File: src/logic/iap_pkg.sv
// shared constants, types and register map of the flash programming controller
package iap_pkg;
  // register byte addresses on the apb bus
  localparam logic [11:0] OFF_CTRL = 12'h000;
  localparam logic [11:0] OFF_KEY = 12'h004;
  localparam logic [11:0] OFF_AUX = 12'h008;
  localparam logic [11:0] OFF_ADDR_LOW = 12'h00C;
  localparam logic [11:0] OFF_ADDR_HIGH = 12'h010;
  localparam logic [11:0] OFF_DATA_BASE = 12'h014;
  localparam logic [11:0] OFF_INT_STAT = 12'h034;
  localparam logic [11:0] OFF_INT_MASK = 12'h038;
  localparam int unsigned DATA_REGS = 8;
  localparam int unsigned DATA_STRIDE = 4;
  // control register fields
  localparam int unsigned BIT_EWEN = 7;
  localparam int unsigned BIT_MODE_LO = 4;
  localparam int unsigned BIT_UNLOCK = 3;
  localparam int unsigned BIT_WSTART = 2;
  localparam int unsigned BIT_RDEN = 1;
  localparam int unsigned BIT_RSTART = 0;
  // aux register fields
  localparam int unsigned BIT_TSEL = 1;
  localparam int unsigned BIT_BCLEAR = 0;
  // operation mode codes
  localparam logic [2:0] MODE_WRITE = 3'h0;
  localparam logic [2:0] MODE_ERASE = 3'h1;
  localparam logic [2:0] MODE_READ = 3'h3;
  localparam logic [2:0] MODE_UNLOCK = 3'h6;
  // unlock pattern, high byte over low byte, for data pairs one to three
  localparam logic [15:0] UNLOCK_WORD1 = 16'h0400;
  localparam logic [15:0] UNLOCK_WORD2 = 16'h090D;
  localparam logic [15:0] UNLOCK_WORD3 = 16'h40C3;
  localparam logic [7:0] CHIP_RESET_KEY = 8'h55;
  localparam logic [4:0] PAGE_LAST = 5'h1F;
  // interrupt event bits
  localparam int unsigned EV_OP_DONE = 0;
  localparam int unsigned EV_RD_DONE = 1;
  localparam int unsigned EV_CLR_DONE = 2;
  localparam int unsigned EV_UNLOCK_END = 3;
  // timing
  localparam real CLK_PERIOD_NS = 5.0;
  localparam real ERASE_SHORT_MS = 3.2;
  localparam real WRITE_SHORT_MS = 2.2;
  localparam real ERASE_LONG_MS = 3.7;
  localparam real WRITE_LONG_MS = 3.0;
  localparam int unsigned ERASE_SHORT_CYC = int'(ERASE_SHORT_MS * 1.0e6 / CLK_PERIOD_NS);
  localparam int unsigned WRITE_SHORT_CYC = int'(WRITE_SHORT_MS * 1.0e6 / CLK_PERIOD_NS);
  localparam int unsigned ERASE_LONG_CYC = int'(ERASE_LONG_MS * 1.0e6 / CLK_PERIOD_NS);
  localparam int unsigned WRITE_LONG_CYC = int'(WRITE_LONG_MS * 1.0e6 / CLK_PERIOD_NS);
  localparam logic [11:0] UNLOCK_WINDOW_CYC = 12'h400;

  typedef enum logic [2:0] {
    IDLE = 3'b000,
    ERASE = 3'b001,
    WR_SHIFT = 3'b010,
    WR_WAIT = 3'b011,
    CLR = 3'b100,
    RD_ISSUE = 3'b101,
    RD_CAPT = 3'b110
  } fsm_e;

  typedef struct packed {
    logic ewen;
    logic [2:0] mode;
    logic unlock;
    logic wstart;
    logic rden;
    logic rstart;
    logic time_sel;
    logic bclear;
    logic [7:0] rst_key;
    logic [13:0] addr;
    logic [3:0][15:0] data;
    fsm_e fsm;
    logic [19:0] cnt;
    logic [11:0] ucnt;
    logic [4:0] widx;
    logic [3:0] irq_stat;
    logic [3:0] irq_mask;
    logic [31:0] prdata;
    logic pready;
    logic pslverr;
    logic irq;
    logic chip_rst;
    logic [13:0] f_addr;
    logic [15:0] f_wdata;
    logic f_wr;
    logic f_erase;
    logic f_rd;
  } state_s;

  // every register and flag is zero after reset, the fsm sits in idle
  localparam state_s STATE_RESET = '0;
endpackage : iap_pkg

File: src/logic/iap_flash_program_controller.sv
// apb-attached in-application programming controller for a 16-bit flash program memory
`timescale 1ns/100ps
module iap_flash_program_controller #(
  parameter int unsigned ERASE_SHORT_CYC = iap_pkg::ERASE_SHORT_CYC,
  parameter int unsigned WRITE_SHORT_CYC = iap_pkg::WRITE_SHORT_CYC,
  parameter int unsigned ERASE_LONG_CYC = iap_pkg::ERASE_LONG_CYC,
  parameter int unsigned WRITE_LONG_CYC = iap_pkg::WRITE_LONG_CYC
) (
  input wire logic pclk, // system clock, 200 MHz
  input wire logic presetn, // asynchronous reset, active low
  input wire logic [11:0] paddr, // apb byte address
  input wire logic psel, // apb select
  input wire logic penable, // apb access phase
  input wire logic pwrite, // apb direction, high for write
  input wire logic [31:0] pwdata, // apb write data
  input wire logic [3:0] pstrb, // apb byte strobes, lane 0 used
  output logic [31:0] prdata, // apb read data
  output logic pready, // apb ready
  output logic pslverr, // apb error on unmapped address
  output logic irq, // level interrupt
  output logic chip_reset_req, // one-cycle chip reset request
  output logic [13:0] flash_addr, // flash word address
  output logic [15:0] flash_wdata, // word to program
  output logic flash_wr, // one-cycle word program strobe
  output logic flash_erase, // page erase level
  output logic flash_rd, // one-cycle read strobe
  input wire logic [15:0] flash_rdata // read word, valid the cycle after flash_rd
);
  iap_pkg::state_s r;
  iap_pkg::state_s n;
  logic acc;
  logic wr;
  logic idle;
  logic ld;
  logic hit;
  logic [7:0] rd_byte;
  logic [3:0] ev;
  logic buf_we;
  logic [4:0] buf_idx;
  logic [15:0] buf_wdata;
  logic [15:0] buf_rdata;
  logic pattern_ok;

  iap_write_buffer u_buf (
    .pclk(pclk),
    .we(buf_we),
    .idx(buf_idx),
    .wdata(buf_wdata),
    .rdata(buf_rdata)
  );

  //////////////////////////////////////////////////////////////////////////////
  // register read mux

  always_comb begin
    hit = 1'b1;
    rd_byte = 8'h00;
    case (paddr)
      iap_pkg::OFF_CTRL: rd_byte = {r.ewen, r.mode, r.unlock, r.wstart, r.rden, r.rstart};
      iap_pkg::OFF_KEY: rd_byte = r.rst_key;
      iap_pkg::OFF_AUX: rd_byte = {6'h00, r.time_sel, r.bclear};
      iap_pkg::OFF_ADDR_LOW: rd_byte = r.addr[7:0];
      iap_pkg::OFF_ADDR_HIGH: rd_byte = {2'h0, r.addr[13:8]};
      iap_pkg::OFF_INT_STAT: rd_byte = {4'h0, r.irq_stat};
      iap_pkg::OFF_INT_MASK: rd_byte = {4'h0, r.irq_mask};
      default: begin
        hit = 1'b0;
        for (int i = 0; i < iap_pkg::DATA_REGS; i++) begin
          if (paddr == iap_pkg::OFF_DATA_BASE + 12'(iap_pkg::DATA_STRIDE * i)) begin
            hit = 1'b1;
            rd_byte = (i % 2 == 1) ? r.data[i / 2][15:8] : r.data[i / 2][7:0];
          end
        end
      end
    endcase
  end

  // the six unlock bytes are compared as three words
  assign pattern_ok = (r.data[1] == iap_pkg::UNLOCK_WORD1) && (r.data[2] == iap_pkg::UNLOCK_WORD2) &&
                      (r.data[3] == iap_pkg::UNLOCK_WORD3);

  //////////////////////////////////////////////////////////////////////////////
  // next-state logic

  always_comb begin
    n = r;
    n.chip_rst = 1'b0;
    n.f_wr = 1'b0;
    n.f_rd = 1'b0;
    ev = 4'h0;
    ld = 1'b0;
    buf_we = 1'b0;
    buf_idx = r.widx;
    buf_wdata = 16'h0000;
    idle = (r.fsm == iap_pkg::IDLE);
    // access takes effect on the edge where pready is seen high
    acc = psel & penable & r.pready;
    wr = acc & pwrite & pstrb[0];
    n.pready = psel & penable & ~r.pready;
    n.pslverr = 1'b0;
    if (psel & penable & ~r.pready) begin
      n.pslverr = ~hit;
      n.prdata = {24'h000000, rd_byte};
    end

    if (wr) begin
      case (paddr)
        iap_pkg::OFF_CTRL: begin
          n.ewen = r.ewen & pwdata[iap_pkg::BIT_EWEN];
          n.mode = pwdata[iap_pkg::BIT_MODE_LO +: 3];
          n.rden = pwdata[iap_pkg::BIT_RDEN];
          if (idle && !r.unlock && pwdata[iap_pkg::BIT_UNLOCK] &&
              pwdata[iap_pkg::BIT_MODE_LO +: 3] == iap_pkg::MODE_UNLOCK) begin
            n.unlock = 1'b1;
            n.ucnt = iap_pkg::UNLOCK_WINDOW_CYC;
          end
          // erase and write both need the enable status; mode decides which
          if (idle && !r.wstart && !r.rstart && !r.bclear && pwdata[iap_pkg::BIT_WSTART] && r.ewen &&
              (pwdata[iap_pkg::BIT_MODE_LO +: 3] == iap_pkg::MODE_WRITE ||
               pwdata[iap_pkg::BIT_MODE_LO +: 3] == iap_pkg::MODE_ERASE)) begin
            n.wstart = 1'b1;
          end
          // read enable must already be set before the start write
          if (idle && !r.wstart && !r.rstart && !r.bclear && pwdata[iap_pkg::BIT_RSTART] && r.rden &&
              pwdata[iap_pkg::BIT_RDEN] &&
              pwdata[iap_pkg::BIT_MODE_LO +: 3] == iap_pkg::MODE_READ) begin
            n.rstart = 1'b1;
          end
        end
        iap_pkg::OFF_KEY: begin
          n.rst_key = pwdata[7:0];
          n.chip_rst = (pwdata[7:0] == iap_pkg::CHIP_RESET_KEY);
        end
        iap_pkg::OFF_AUX: begin
          n.time_sel = pwdata[iap_pkg::BIT_TSEL];
          if (idle && !r.wstart && !r.rstart && !r.bclear && pwdata[iap_pkg::BIT_BCLEAR]) begin
            n.bclear = 1'b1;
          end
        end
        iap_pkg::OFF_ADDR_LOW: n.addr[7:0] = pwdata[7:0];
        iap_pkg::OFF_ADDR_HIGH: n.addr[13:8] = pwdata[5:0];
        iap_pkg::OFF_INT_STAT: n.irq_stat = r.irq_stat & ~pwdata[3:0];
        iap_pkg::OFF_INT_MASK: n.irq_mask = pwdata[3:0];
        default: begin
          for (int i = 0; i < iap_pkg::DATA_REGS; i++) begin
            if (paddr == iap_pkg::OFF_DATA_BASE + 12'(iap_pkg::DATA_STRIDE * i)) begin
              if (i % 2 == 1) begin
                n.data[i / 2][15:8] = pwdata[7:0];
              end else begin
                n.data[i / 2][7:0] = pwdata[7:0];
              end
            end
          end
        end
      endcase
    end

    // high data byte commits the whole word; loads are dropped while the fsm owns the buffer
    if (wr && paddr == iap_pkg::OFF_DATA_BASE + 12'(iap_pkg::DATA_STRIDE) && idle && r.ewen) begin
      ld = 1'b1;
      buf_we = 1'b1;
      buf_idx = r.addr[4:0];
      buf_wdata = {pwdata[7:0], r.data[0][7:0]};
      if (r.addr[4:0] != iap_pkg::PAGE_LAST) begin
        n.addr = r.addr + 14'h0001;
      end
    end

    //////////////////////////////////////////////////////////////////////////////
    // unlock window, the trigger drops on timeout whatever the pattern was
    if (r.unlock) begin
      if (pattern_ok) begin
        n.ewen = 1'b1;
      end
      if (r.ucnt == 12'h001) begin
        n.unlock = 1'b0;
        ev[iap_pkg::EV_UNLOCK_END] = 1'b1;
      end else begin
        n.ucnt = r.ucnt - 12'h001;
      end
    end

    //////////////////////////////////////////////////////////////////////////////
    // operation sequencer
    case (r.fsm)
      iap_pkg::IDLE: begin
        if (r.wstart) begin
          if (r.mode == iap_pkg::MODE_ERASE) begin
            n.fsm = iap_pkg::ERASE;
            n.f_erase = 1'b1;
            n.f_addr = {r.addr[13:5], 5'h00};
            n.cnt = r.time_sel ? 20'(ERASE_LONG_CYC) : 20'(ERASE_SHORT_CYC);
          end else begin
            n.fsm = iap_pkg::WR_SHIFT;
            n.widx = 5'h00;
          end
        end else if (r.rstart) begin
          n.fsm = iap_pkg::RD_ISSUE;
          n.f_rd = 1'b1;
          n.f_addr = r.addr;
        end else if (r.bclear) begin
          n.fsm = iap_pkg::CLR;
          n.widx = 5'h00;
        end
      end
      iap_pkg::ERASE: begin
        if (r.cnt == 20'h00001) begin
          n.f_erase = 1'b0;
          n.wstart = 1'b0;
          ev[iap_pkg::EV_OP_DONE] = 1'b1;
          n.fsm = iap_pkg::IDLE;
        end else begin
          n.cnt = r.cnt - 20'h00001;
        end
      end
      iap_pkg::WR_SHIFT: begin
        // the whole page streams out, one word a cycle, before the program time
        n.f_wr = 1'b1;
        n.f_addr = {r.addr[13:5], r.widx};
        n.f_wdata = buf_rdata;
        n.widx = r.widx + 5'h01;
        if (r.widx == iap_pkg::PAGE_LAST) begin
          n.fsm = iap_pkg::WR_WAIT;
          n.cnt = r.time_sel ? 20'(WRITE_LONG_CYC) : 20'(WRITE_SHORT_CYC);
        end
      end
      iap_pkg::WR_WAIT: begin
        if (r.cnt == 20'h00001) begin
          n.fsm = iap_pkg::CLR;
          n.widx = 5'h00;
        end else begin
          n.cnt = r.cnt - 20'h00001;
        end
      end
      iap_pkg::CLR: begin
        buf_we = 1'b1;
        n.widx = r.widx + 5'h01;
        if (r.widx == iap_pkg::PAGE_LAST) begin
          n.fsm = iap_pkg::IDLE;
          if (r.wstart) begin
            n.wstart = 1'b0;
            ev[iap_pkg::EV_OP_DONE] = 1'b1;
          end
          if (r.bclear) begin
            n.bclear = 1'b0;
            ev[iap_pkg::EV_CLR_DONE] = 1'b1;
          end
        end
      end
      iap_pkg::RD_ISSUE: n.fsm = iap_pkg::RD_CAPT;
      iap_pkg::RD_CAPT: begin
        n.data[0] = flash_rdata;
        n.rstart = 1'b0;
        ev[iap_pkg::EV_RD_DONE] = 1'b1;
        n.fsm = iap_pkg::IDLE;
      end
      default: n.fsm = iap_pkg::IDLE;
    endcase

    // events win over a same-cycle write-one clear
    n.irq_stat = n.irq_stat | ev;
    n.irq = |(n.irq_stat & n.irq_mask);
  end

  always_ff @(posedge pclk or negedge presetn) begin
    if (!presetn) begin
      r <= iap_pkg::STATE_RESET;
    end else begin
      r <= n;
    end
  end

  assign prdata = r.prdata;
  assign pready = r.pready;
  assign pslverr = r.pslverr;
  assign irq = r.irq;
  assign chip_reset_req = r.chip_rst;
  assign flash_addr = r.f_addr;
  assign flash_wdata = r.f_wdata;
  assign flash_wr = r.f_wr;
  assign flash_erase = r.f_erase;
  assign flash_rd = r.f_rd;

  //////////////////////////////////////////////////////////////////////////////
  // checks

  ewen_set_src_a: assert property (@(posedge pclk) disable iff (!presetn)
    $rose(r.ewen) |-> $past(r.unlock) && $past(pattern_ok))
    else $error("enable status rose without a good unlock");

  load_gate_a: assert property (@(posedge pclk) disable iff (!presetn)
    wr && !r.ewen && paddr == iap_pkg::OFF_DATA_BASE + 12'h004 |=> $stable(r.addr))
    else $error("address stepped on a load while erase/write disabled");

  addr_inc_a: assert property (@(posedge pclk) disable iff (!presetn)
    ld && r.addr[4:0] != 5'h1F |=> r.addr == $past(r.addr) + 14'h0001)
    else $error("address did not step after a word load");

  addr_stop_a: assert property (@(posedge pclk) disable iff (!presetn)
    ld && r.addr[4:0] == 5'h1F |=> $stable(r.addr))
    else $error("address left the page end");

  read_seq_a: assert property (@(posedge pclk) disable iff (!presetn)
    $rose(r.rstart) |-> ##1 r.f_rd ##1 !r.f_rd ##1 !r.rstart && r.data[0] == $past(flash_rdata))
    else $error("read start not retired with the word");

  read_gate_a: assert property (@(posedge pclk) disable iff (!presetn)
    $rose(r.rstart) |-> $past(r.rden) && $past(idle))
    else $error("read start accepted without enable or while busy");

  write_end_a: assert property (@(posedge pclk) disable iff (!presetn)
    $fell(r.wstart) && $past(r.fsm) != iap_pkg::ERASE |-> $past(r.fsm) == iap_pkg::CLR && $past(r.widx) == 5'h1F)
    else $error("write start cleared before the buffer was cleared");

  clear_end_a: assert property (@(posedge pclk) disable iff (!presetn)
    r.fsm == iap_pkg::CLR && r.widx == 5'h1F && r.bclear |=> !r.bclear && r.fsm == iap_pkg::IDLE)
    else $error("buffer clear bit not dropped at end of clear");

  page_addr_a: assert property (@(posedge pclk) disable iff (!presetn)
    r.f_wr |-> r.f_addr[13:5] == r.addr[13:5] && r.f_addr[4:0] == $past(r.widx))
    else $error("programmed word outside the selected page");

  high_zero_a: assert property (@(posedge pclk) disable iff (!presetn)
    r.pready && !pwrite && paddr == iap_pkg::OFF_ADDR_HIGH |-> r.prdata[31:6] == 26'h0000000)
    else $error("high address upper bits read non-zero");
endmodule : iap_flash_program_controller

File: src/logic/iap_write_buffer.sv
// one-page write buffer, 32 words of 16 bits, single shared port
`timescale 1ns/100ps
module iap_write_buffer (
  input wire logic pclk, // system clock
  input wire logic we, // write the addressed word
  input wire logic [4:0] idx, // word index inside the page
  input wire logic [15:0] wdata, // word to store
  output logic [15:0] rdata // word at idx, combinational
);
  // contents need no reset: software or the clear walk fills every entry before use
  logic [15:0] mem [32];

  always_ff @(posedge pclk) begin
    if (we) begin
      mem[idx] <= wdata;
    end
  end

  assign rdata = mem[idx];
endmodule : iap_write_buffer

File: config.mk
export PLATFORM = sky130hd
export DESIGN_NAME = iap_flash_program_controller
export DESIGN_NICKNAME = d
export VERILOG_FILES = /design/src/logic/iap_pkg.sv /design/src/logic/iap_flash_program_controller.sv /design/src/logic/iap_write_buffer.sv
export SDC_FILE = /design/constraint.sdc
export NUM_CORES = 1
export LEC_CHECK = 0
export ABC_AREA = 1
export BUFFER_PORTS_ARGS = -buffer_cell sky130_fd_sc_hd__buf_2
export CORE_ASPECT_RATIO = 0.5
export CORE_UTILIZATION = 35
export DETAILED_ROUTE_END_ITERATION = 8
export PLACE_DENSITY_LB_ADDON = 0.08
export SYNTH_ARGS = -nofsm -noshare
export SYNTH_HDL_FRONTEND = slang
export SYNTH_SLANG_ARGS = --single-unit
File: constraint.sdc
create_clock -name pclk -period 4.79 [get_ports pclk]
set_input_delay 0.2395 -clock pclk [delete_from_list [all_inputs] [get_ports pclk]]
set_output_delay 0.2395 -clock pclk [all_outputs]
set_load 0.01 [all_outputs]
==> key figures, run 1 <==
Global route
  • GRT overflow: 0
  • First-pass GRT wire length: 148000 um
  • Gr usage total: 21.4%
  • Largest net degree at the start of global routing: 150
  • Number of global-route vias before repair: between 20000 and 25000
  • Initial antenna violation count: 3

Clocking
  • CTS root buf: clkbuf_16
  • H-Tree Level Count: 3
  • TritonCTS clock tree: done
  • CTS Buf Count: 71
  • Worst-skew pair later-pin latency: 660 ps
  • Cts repair resizes: 0
  • Maximum buffer depth of the clock tree: 3
  • Num Clock Sinks: 701
  • Clock transition at the registers of the reported paths: 60 ps

Critical path
  • CP max stage cell: nor3_4
  • RR Startpoint: r[114]
  • Reg-to-reg slack, setup: 1210 ps
  • Max stage delay on crit path: 560 ps
  • Reg2reg end: u_buf.mem[8][6]
  • Reg2reg path depth: 11
  • Critical path class: reg -> reg
  • Setup crit end: u_buf.mem[8][6]
  • Worst-path maximum fanout: 18
  • Crit path top cell by count: buf_4
  • Cells along the critical path: nor2_4, nand2_4, nor2_8, nand4_4, buf_4, o21ai_4, inv_2, nor3_4, inv_1, nor2_1, buf_4
  • Req. time, crit path: 5120 ps
  • Crit. Startpoint: r[114]
  • Setup crit end kind: flop
  • Arrival @ worst endpoint: approximately 4000 ps
  • Worst setup SP type: flop

Yosys
  • Synth Instances: about 3400
  • Post-synth EDFFs: 512
  • Dominant synthesized flop cell: edfxtp_1
  • Flops & latches, synth: 701
  • Yosys cell types: 55
  • Syn Area/Cell: 9.58 sq um
  • Mapped Area: around 32000 sq um
  • Sequential share of the synthesized area: 62.6%
  • Yosys warns: 0
  • Fraction of registers with async set/reset: 27.0%

STA
  • Tcrit/Tclk final: around three quarters
  • RSZ-0062 raised after global routing: no
  • Final number of hold-violating endpoints: 0
  • Maximum clock frequency: approximately 280 MHz
  • Worst setup margin: 1210 ps
  • Crit path time final: 3580 ps
  • Slew @ Worst Pin: about 1100 ps
  • Pins Over Slew Limit: 0
  • Setup TNS: 0 ps
  • Setup violations, final: 0
  • Clock Skew: 17.2 ps
  • Relative slew slack: between 20% and 30%

Route
  • Antenna viol nets, final: 0
  • Final WL: 99700 um
  • DRT iter0 DRCs: roughly 2000
  • Initial DRT Pass Iterations: 8
  • Vias: 23730
  • DR WL/cell: 21.2 um
  • Drt drc: 4
  • Avg Vias per Cell: 5.06

Die
  • Initial Utilization: 35.4%
  • CORE AREA: 90800 sq um
  • Full die area: 93000 sq um
  • Die width: 430 um
  • Row cnt: 78
  • Num ports: 138
  • Die H: approximately 220 um

Place
  • DP Worst Slack: 1190 ps
  • Area after DPL: 33800 sq um
  • Final GP Congestion: 0.859
  • HPWL Detailed: 60800 um
  • Port Buffers: 86

Outcome
  • Outcome: finished with violations
  • Failing checks: DRC

Min path
  • Hold path depth: 3
  • HP Class: in -> reg

Pwr
  • Internal Power: 11100 uW
  • Seq pwr share: 40.7%
  • Sw power: around 6000 uW
  • Leak Pwr: 0.0155 uW
  • VDD IR-drop max: between 0.3 and 0.4 mV
  • Sw Share: 35.3%
  • Clk network pwr share: 31.7%
  • Combinational Power Share: between 20% and 30%
  • Cell Pwr Density: 472 nW/um^2

Layout
  • Fillers: 8976
  • Most frequent cells in the layout: nand2_1 (1244), edfxtp_1 (512), nand3_1 (383)
  • Fin util: between 30% and 40%
  • Final Net Count: between 3000 and 4000
  • Most common cell after layout, fill and taps aside: nand2_1
  • Syn-to-layout area delta: 13.0%
  • Post-route cell area: approximately 36000 sq um
  • Layout cells sized above 1: under 10%

Job
  • Max_cap viols: 0
## metrics by stage
stage,hold WS (ps),total power [uW],cells
6_report,48.0,17100,4694
5_1_grt,82.9,18000,4689
4_1_cts,1.67,17300,4689
3_5_place_dp,347,11800,4531
3_3_place_gp,350,11800,4531
2_1_floorplan,-56.1,10200,3377
## cell families after synthesis
family,synth area share (%)
simple gates,26.1
flops,62.6
buf+inv,6.12
compound gates,4.29
xor+xnor,0.545
fa+ha+maj,0.312
other cells,0.0117
## synth_stat cells (3+ instances only)
| master | count | area share, % |
|---|---|---|
| a22oi_1 | 8 | 0.19 |
| nand2_2 | 9 | 0.18 |
| nand2_1 | 1244 | 15 |
| nor3_1 | 33 | 0.51 |
| xnor2_1 | 6 | 0.16 |
| buf_6 | 5 | 0.18 |
| o211ai_1 | 11 | 0.26 |
| nand2_4 | 3 | 0.11 |
| nor2_4 | 6 | 0.21 |
| a32oi_1 | 3 | 0.082 |
| o21ai_0 | 117 | 1.8 |
| nor4_1 | 16 | 0.31 |
| dfrtp_1 | 189 | 15 |
| nor2_2 | 5 | 0.097 |
| or2_2 | 16 | 0.31 |
| ha_1 | 8 | 0.31 |
| nand3_1 | 383 | 6.0 |
| inv_2 | 13 | 0.15 |
| buf_1 | 4 | 0.047 |
| o221ai_1 | 5 | 0.14 |
| a31oi_1 | 20 | 0.39 |
| nor3_4 | 5 | 0.25 |
| o22ai_1 | 13 | 0.25 |
| nand4_1 | 56 | 1.1 |
| buf_2 | 76 | 1.2 |
| clkbuf_1 | 62 | 0.72 |
| xor2_1 | 14 | 0.38 |
| a21oi_1 | 34 | 0.53 |
| a221oi_1 | 4 | 0.11 |
| clkinv_1 | 10 | 0.12 |
| buf_4 | 70 | 1.6 |
| edfxtp_1 | 512 | 48 |
| inv_1 | 174 | 2.0 |
| nor2_1 | 192 | 2.2 |
## layer usage
layer / share of wire, % / global-route usage (%) / up-vias
li1: - / - / 11356
met1: 48 / 31.6 / 11667
met2: 45 / 32.8 / 591
met3: 5.0 / 2.96 / 116
met4: 2.1 / 5.84 / 0
met5: 0 / 0 / -
## sequential cells by signal, indices dropped and copies added (netlist names), 8 cells and up, named ones only
| name | flops |
|---|---|
| flash_addr | 14 |
| flash_wdata | 16 |
| prdata | 8 |
| r | 120 |
| u_buf.mem | 512 |
## power by group through the flow
stage | logic [uW] | clock network, uW | registers, uW
4_1_cts | 4770 | 5560 | 6960
5_1_grt | 5260 | 5800 | 6980
3_3_place_gp | 4730 | 0 | 7080
6_report | 4720 | 5430 | 6960
2_1_floorplan | 3110 | 0 | 7070
3_5_place_dp | 4730 | 0 | 7090
## worst min-delay path by stage
stage / start / end
after CTS: penable / pready
after floorplan: presetn / async pin
after global routing: penable / pready
after detailed placement: presetn / r[91]
final: penable / pready
after global placement: presetn / r[90]
## what timing repair did
item                                    in CTS  in global routing
endpoints found under the setup margin       0                  0
hold endpoints to repair                   106                  0
hold buffers                                32                  0
setup buffers                                0                  0
## layout make-up
type,count,area (sq um),share of cell area [%]
sequential,701,20100,55.4
tap,1200,1500,4.14
multi-input combinational,2260,10300,28.3
clock buffer,98,1940,5.34
timing repair buffer,203,1490,4.09
inverter,199,757,2.09
antenna,5,12.5,0.0345
clock inverter,28,228,0.628
## worst max-delay path: cells and delay by family (launching register included)
kind            cells  cell delay, ps
simple gates        6            1400
buf+inv             4            1000
flops               1             460
compound gates      1             370
(Power assumes the default switching activity.)
==> run 2: changes to the inputs <==
Clock period 4.79 ns to 3.5 ns, I/O delays scaled along.
==> key figures, run 2 (synthesized netlist as in run 1, its figures left out) <==
Route
  • Final WL: 102000 um
  • Vias: 23961
  • DRT iter0 DRCs: 2106
  • Drt drc: 0
  • Initial DRT Pass Iterations: 5
  • Antenna viol nets, final: 0
  • Avg Vias per Cell: 5.03
  • DR WL/cell: ~21 um

Clocking
  • Maximum buffer depth of the clock tree: 3
  • Num Clock Sinks: 701
  • TritonCTS clock tree: done
  • CTS root buf: clkbuf_16
  • Worst-skew pair later-pin latency: 670 ps
  • Clock transition at the registers of the reported paths: 70 ps
  • H-Tree Level Count: 3
  • CTS Buf Count: 72

Layout
  • Most frequent cells in the layout: nand2_1 (1244), edfxtp_1 (512), nand3_1 (383)
  • Syn-to-layout area delta: 16.3%
  • Finished Layout Cells: ~4800
  • Biggest register: u_buf.mem
  • Final Net Count: 3580
  • Layout cells sized above 1: 12.0%
  • Most common cell after layout, fill and taps aside: nand2_1
  • Max FFs per register: 512

Critical path
  • Worst setup SP type: flop
  • Arrival @ worst endpoint: around 3600 ps
  • Critical path class: reg -> reg
  • Setup crit end kind: flop
  • Reg2reg path depth: 10
  • RR Startpoint: r[114]
  • Req. time, crit path: 3850 ps
  • Worst-path maximum fanout: 14
  • Crit. Startpoint: r[114]

Die
  • CORE AREA: 90800 sq um
  • Initial Utilization: 35.4%
  • Die width: 430 um
  • Row cnt: 78
  • Die H: between 200 and 250 um
  • Num ports: 138
  • Full die area: 93000 sq um

Pwr
  • Internal Power: 16000 uW
  • Sw power: 8460 uW
  • Combinational Power Share: around 28%
  • Sw Share: between 30% and 40%
  • Cell Pwr Density: 656 nW/um^2
  • Leak Pwr: ~0.016 uW
  • Seq pwr share: 38.9%
  • VDD IR-drop max: roughly 0.48 mV
  • Clk network pwr share: 33.2%

Global route
  • GRT overflow: 0
  • First-pass GRT wire length: approximately 150000 um
  • Number of global-route vias before repair: 22912
  • Initial antenna violation count: 2
  • Gr usage total: 21.8%
  • Largest net degree at the start of global routing: 110

STA
  • Setup violations, final: 0
  • Relative slew slack: 47.8%
  • Clock Skew: 30.6 ps
  • Pins Over Slew Limit: 0
  • Final number of hold-violating endpoints: 0
  • RSZ-0062 raised after global routing: no
  • Tcrit/Tclk final: 93.2%
  • Setup TNS: 0 ps
  • Crit path time final: 3260 ps
  • Slew @ Worst Pin: between 700 and 800 ps
  • Hold WS: around 140 ps
  • Maximum clock frequency: approximately 310 MHz

Min path
  • HP Class: in -> reg
  • Hold path depth: 6
  • Hold path start: pstrb[0]

Place
  • Placed cells: ~4600
  • HPWL Detailed: 64700 um
  • Final GP Congestion: 0.861
  • Port Buffers: 86

Outcome
  • Outcome: complete, no violations

Job
  • Max_cap viols: 0
[run 2: cell count changes in the layout (fill, tap and decap cells not counted), moves of 6 or more]
cell,previous run,this run
buf_4,78,113
bufinv_16,2,8
clkbuf_1,21,13
buf_12,7,30
dlygate4sd3_1,32,40
clkinv_1,21,14
clkinv_2,7,15
[run 2: stage by stage]
step	power [uW]	setup WS [ps]	util [%]	area (sq um)
floorplan	13900	476	-	32200
global placement	16600	275	38.0	34500
detailed placement	16600	179	38.0	34500
CTS	24800	179	41.1	37300
global route	25800	39.3	41.2	37400
finish	24500	237	41.2	37400
[run 2: power by group through the flow]
stage / clock network (uW) / logic, uW / registers, uW
floorplan: 0 / 4260 / 9680
global placement: 0 / 6870 / 9690
detailed placement: 0 / 6870 / 9700
CTS: 8320 / 6930 / 9530
global route: 8630 / 7610 / 9560
finish: 8120 / 6850 / 9530
[run 2: worst max-delay path, cell delays in order, from the launching register on]
cell and delay (ps):
dfrtp_1 450, nor2_4 160, nand2_4 90, nor2_8 130, nand4_4 330, o21ai_4 470
buf_4 320, nand4_1 150, buf_4 210, nor2_1 310, buf_4 310
[run 2: layout make-up]
class / count / area [sq um]
antenna: 2 / 5.00
clock buffer: 94 / 1990
clock inverter: 38 / 450
fill: 8993 / 53400
inverter: 199 / 757
multi-input combinational: 2260 / 10300
sequential: 701 / 20100
tap: 1200 / 1500
timing repair buffer: 269 / 2290
[run 2: final timing paths]
check                                   to  slack, ps
max reg2reg                u_buf.mem[9][9]        240
max in group asynchronous           r[147]       2370
max                        u_buf.mem[9][9]        240
min reg2reg                          r[91]        470
min in group asynchronous   flash_wdata[7]        160
min                                 r[195]        140
[run 2: routing by layer]
metal	wire length, um	vias to the layer above	track usage [%]	part of all wire (%)
li1	-	11481	-	-
met1	48800	11694	31.9	48
met2	44800	648	33.3	44
met3	5600	138	3.68	5.5
met4	2500	0	6.22	2.5
met5	0	-	0	0
[run 2: repair_timing]
item / 4_1_cts / 5_1_grt
setup buffers: 0 / 1
hold buffers: 40 / 0
resized for setup: 0 / 1
endpoints found under the hold margin: 116 / 0
endpoints found under the setup margin: 0 / 13
==> run 3: changes to the inputs <==
Clock period 3.5 ns to 2.93 ns, I/O delays scaled along.
==> key figures, run 3 (synthesized netlist as in run 1, its figures left out) <==
Critical path
  • RR Startpoint: r[114]
  • Worst setup SP type: flop
  • Req. time, crit path: roughly 3300 ps
  • Critical path class: reg -> reg
  • Arrival @ worst endpoint: 3180 ps
  • Setup crit end kind: flop
  • Crit. Startpoint: r[114]
  • Setup crit end: u_buf.mem[8][6]
  • Worst-path maximum fanout: 19
  • Reg2reg end: u_buf.mem[8][6]
  • Reg-to-reg slack, setup: 110 ps
  • Reg2reg path depth: 12

Pwr
  • Leak Pwr: 0.0163 uW
  • VDD IR-drop max: around 0.48 mV
  • Cell Pwr Density: roughly 770 nW/um^2

STA
  • Crit path time final: 2820 ps
  • Maximum clock frequency: roughly 350 MHz
  • Clock Skew: 43.4 ps
  • RSZ-0062 raised after global routing: no
  • Tcrit/Tclk final: just under 100%
  • Relative slew slack: 49.7%
  • Pins Over Slew Limit: 0
  • Hold WS: 92.4 ps
  • Setup TNS: 0 ps
  • Setup violations, final: 0
  • Final number of hold-violating endpoints: 0
  • Slew @ Worst Pin: 749 ps

Route
  • Antenna viol nets, final: 0
  • Drt drc: 0
  • Final WL: 99900 um
  • Initial DRT Pass Iterations: 7
  • DR WL/cell: 20.8 um
  • DRT iter0 DRCs: 1971
  • Avg Vias per Cell: about 5.0
  • Vias: ~24000

Die
  • Initial Utilization: 35.4%
  • Full die area: between 90000 and 100000 sq um
  • Die H: roughly 220 um
  • Row cnt: 78
  • Die width: around 430 um
  • Num ports: 138
  • CORE AREA: 90800 sq um

Clocking
  • Maximum buffer depth of the clock tree: 3
  • H-Tree Level Count: 3
  • Num Clock Sinks: 701
  • CTS root buf: clkbuf_16
  • Worst-skew pair later-pin latency: 670 ps
  • CTS Buf Count: 71
  • TritonCTS clock tree: done
  • Clock transition at the registers of the reported paths: 70 ps

Place
  • Placed cells: ~4600
  • HPWL Detailed: 64700 um
  • Port Buffers: 86
  • Final GP Congestion: 0.893

Global route
  • GRT overflow: 0
  • Number of global-route vias before repair: 23535
  • Gr usage total: 21.6%
  • First-pass GRT wire length: around 150000 um
  • Initial antenna violation count: 1
  • Largest net degree at the start of global routing: 77

Layout
  • Syn-to-layout area delta: 17.7%
  • Fin util: 41.6%
  • Max FFs per register: 512
  • Finished Layout Cells: between 4000 and 5000
  • Biggest register: u_buf.mem
  • Most common cell after layout, fill and taps aside: nand2_1
  • Layout cells sized above 1: 13.4%
  • Final Net Count: 3626
  • Most frequent cells in the layout: nand2_1 (1243), edfxtp_1 (512), nand3_1 (383)

Outcome
  • Outcome: complete, no violations

Min path
  • HP Class: in -> async

Job
  • Max_cap viols: 0
run 3: cell types whose count changed in the layout (fill, tap and decap cells not counted), sizes merged:
cell,change
clkbuf,+5
bufinv,-5
inv,+1
clkinv,+2
diode,+1
clkinvlp,-4
buf,+53
dlygate4sd3,-6
run 3: report_power, final:
group | total, uW | switching (uW) | internal [uW]
clock | 9150 | 4070 | 5090
combinational | 8730 | 5920 | 2810
sequential | 11400 | 149 | 11200
total | 29300 | 10100 | 19100
run 3: metal layers:
| metal | part of all wire [%] | track usage, % | vias to the layer above |
|---|---|---|---|
| met4 | 2.0 | 4.93 | 0 |
| li1 | - | - | 11586 |
| met2 | 44 | 33.6 | 615 |
| met5 | 0 | 0 | - |
| met3 | 5.2 | 3.74 | 121 |
| met1 | 49 | 31.4 | 11726 |
run 3: worst max-delay path, stage by stage, from the launching register on:
cell	delay, ps
dfrtp_1	400
nor2_4	140
nand2_4	90
nor2_8	140
nand4_4	120
buf_12	170
o21ai_4	150
buf_12	170
buf_4	280
nand3_1	140
buf_4	210
nor2_1	270
buf_12	200
run 3: metrics by stage:
step | cell area, sq um | worst slack [ps] | power [uW]
final | 37800 | 108 | 29300
after detailed placement | 35100 | -52.2 | 20300
after CTS | 37700 | 31.4 | 29600
after global routing | 37800 | 7.20 | 30900
after floorplan | 32200 | -93.6 | 16700
after global placement | 35100 | -13.9 | 20300
run 3: timing repair:
| action | in CTS | in global routing |
|---|---|---|
| pin swaps | 1 | 3 |
| endpoints found under the hold margin | 110 | 0 |
| hold buffers | 34 | 0 |
| setup buffers | 1 | 5 |
| gates resized for setup | 0 | 5 |
| setup endpoints to repair | 1 | 79 |
run 3: worst min path at each step:
stage,to,depth (start not counted),from,slack (ps)
after floorplan,async pin,0,presetn,-150
after global placement,r[88],1,presetn,240
after detailed placement,r[87],1,presetn,240
after CTS,r[190],2,presetn,90
after global routing,r[190],2,presetn,130
final,r[190],2,presetn,90
run 3: final cells by class:
type	instances	area [sq um]
Inverter	199	757
Sequential cell	701	20100
Antenna cell	3	7.51
Clock inverter	32	288
Timing Repair Buffer	316	2830
Multi-Input combinational cell	2260	10300
Tap cell	1200	1500
Clock buffer	99	2000
Fill cell	8959	53000
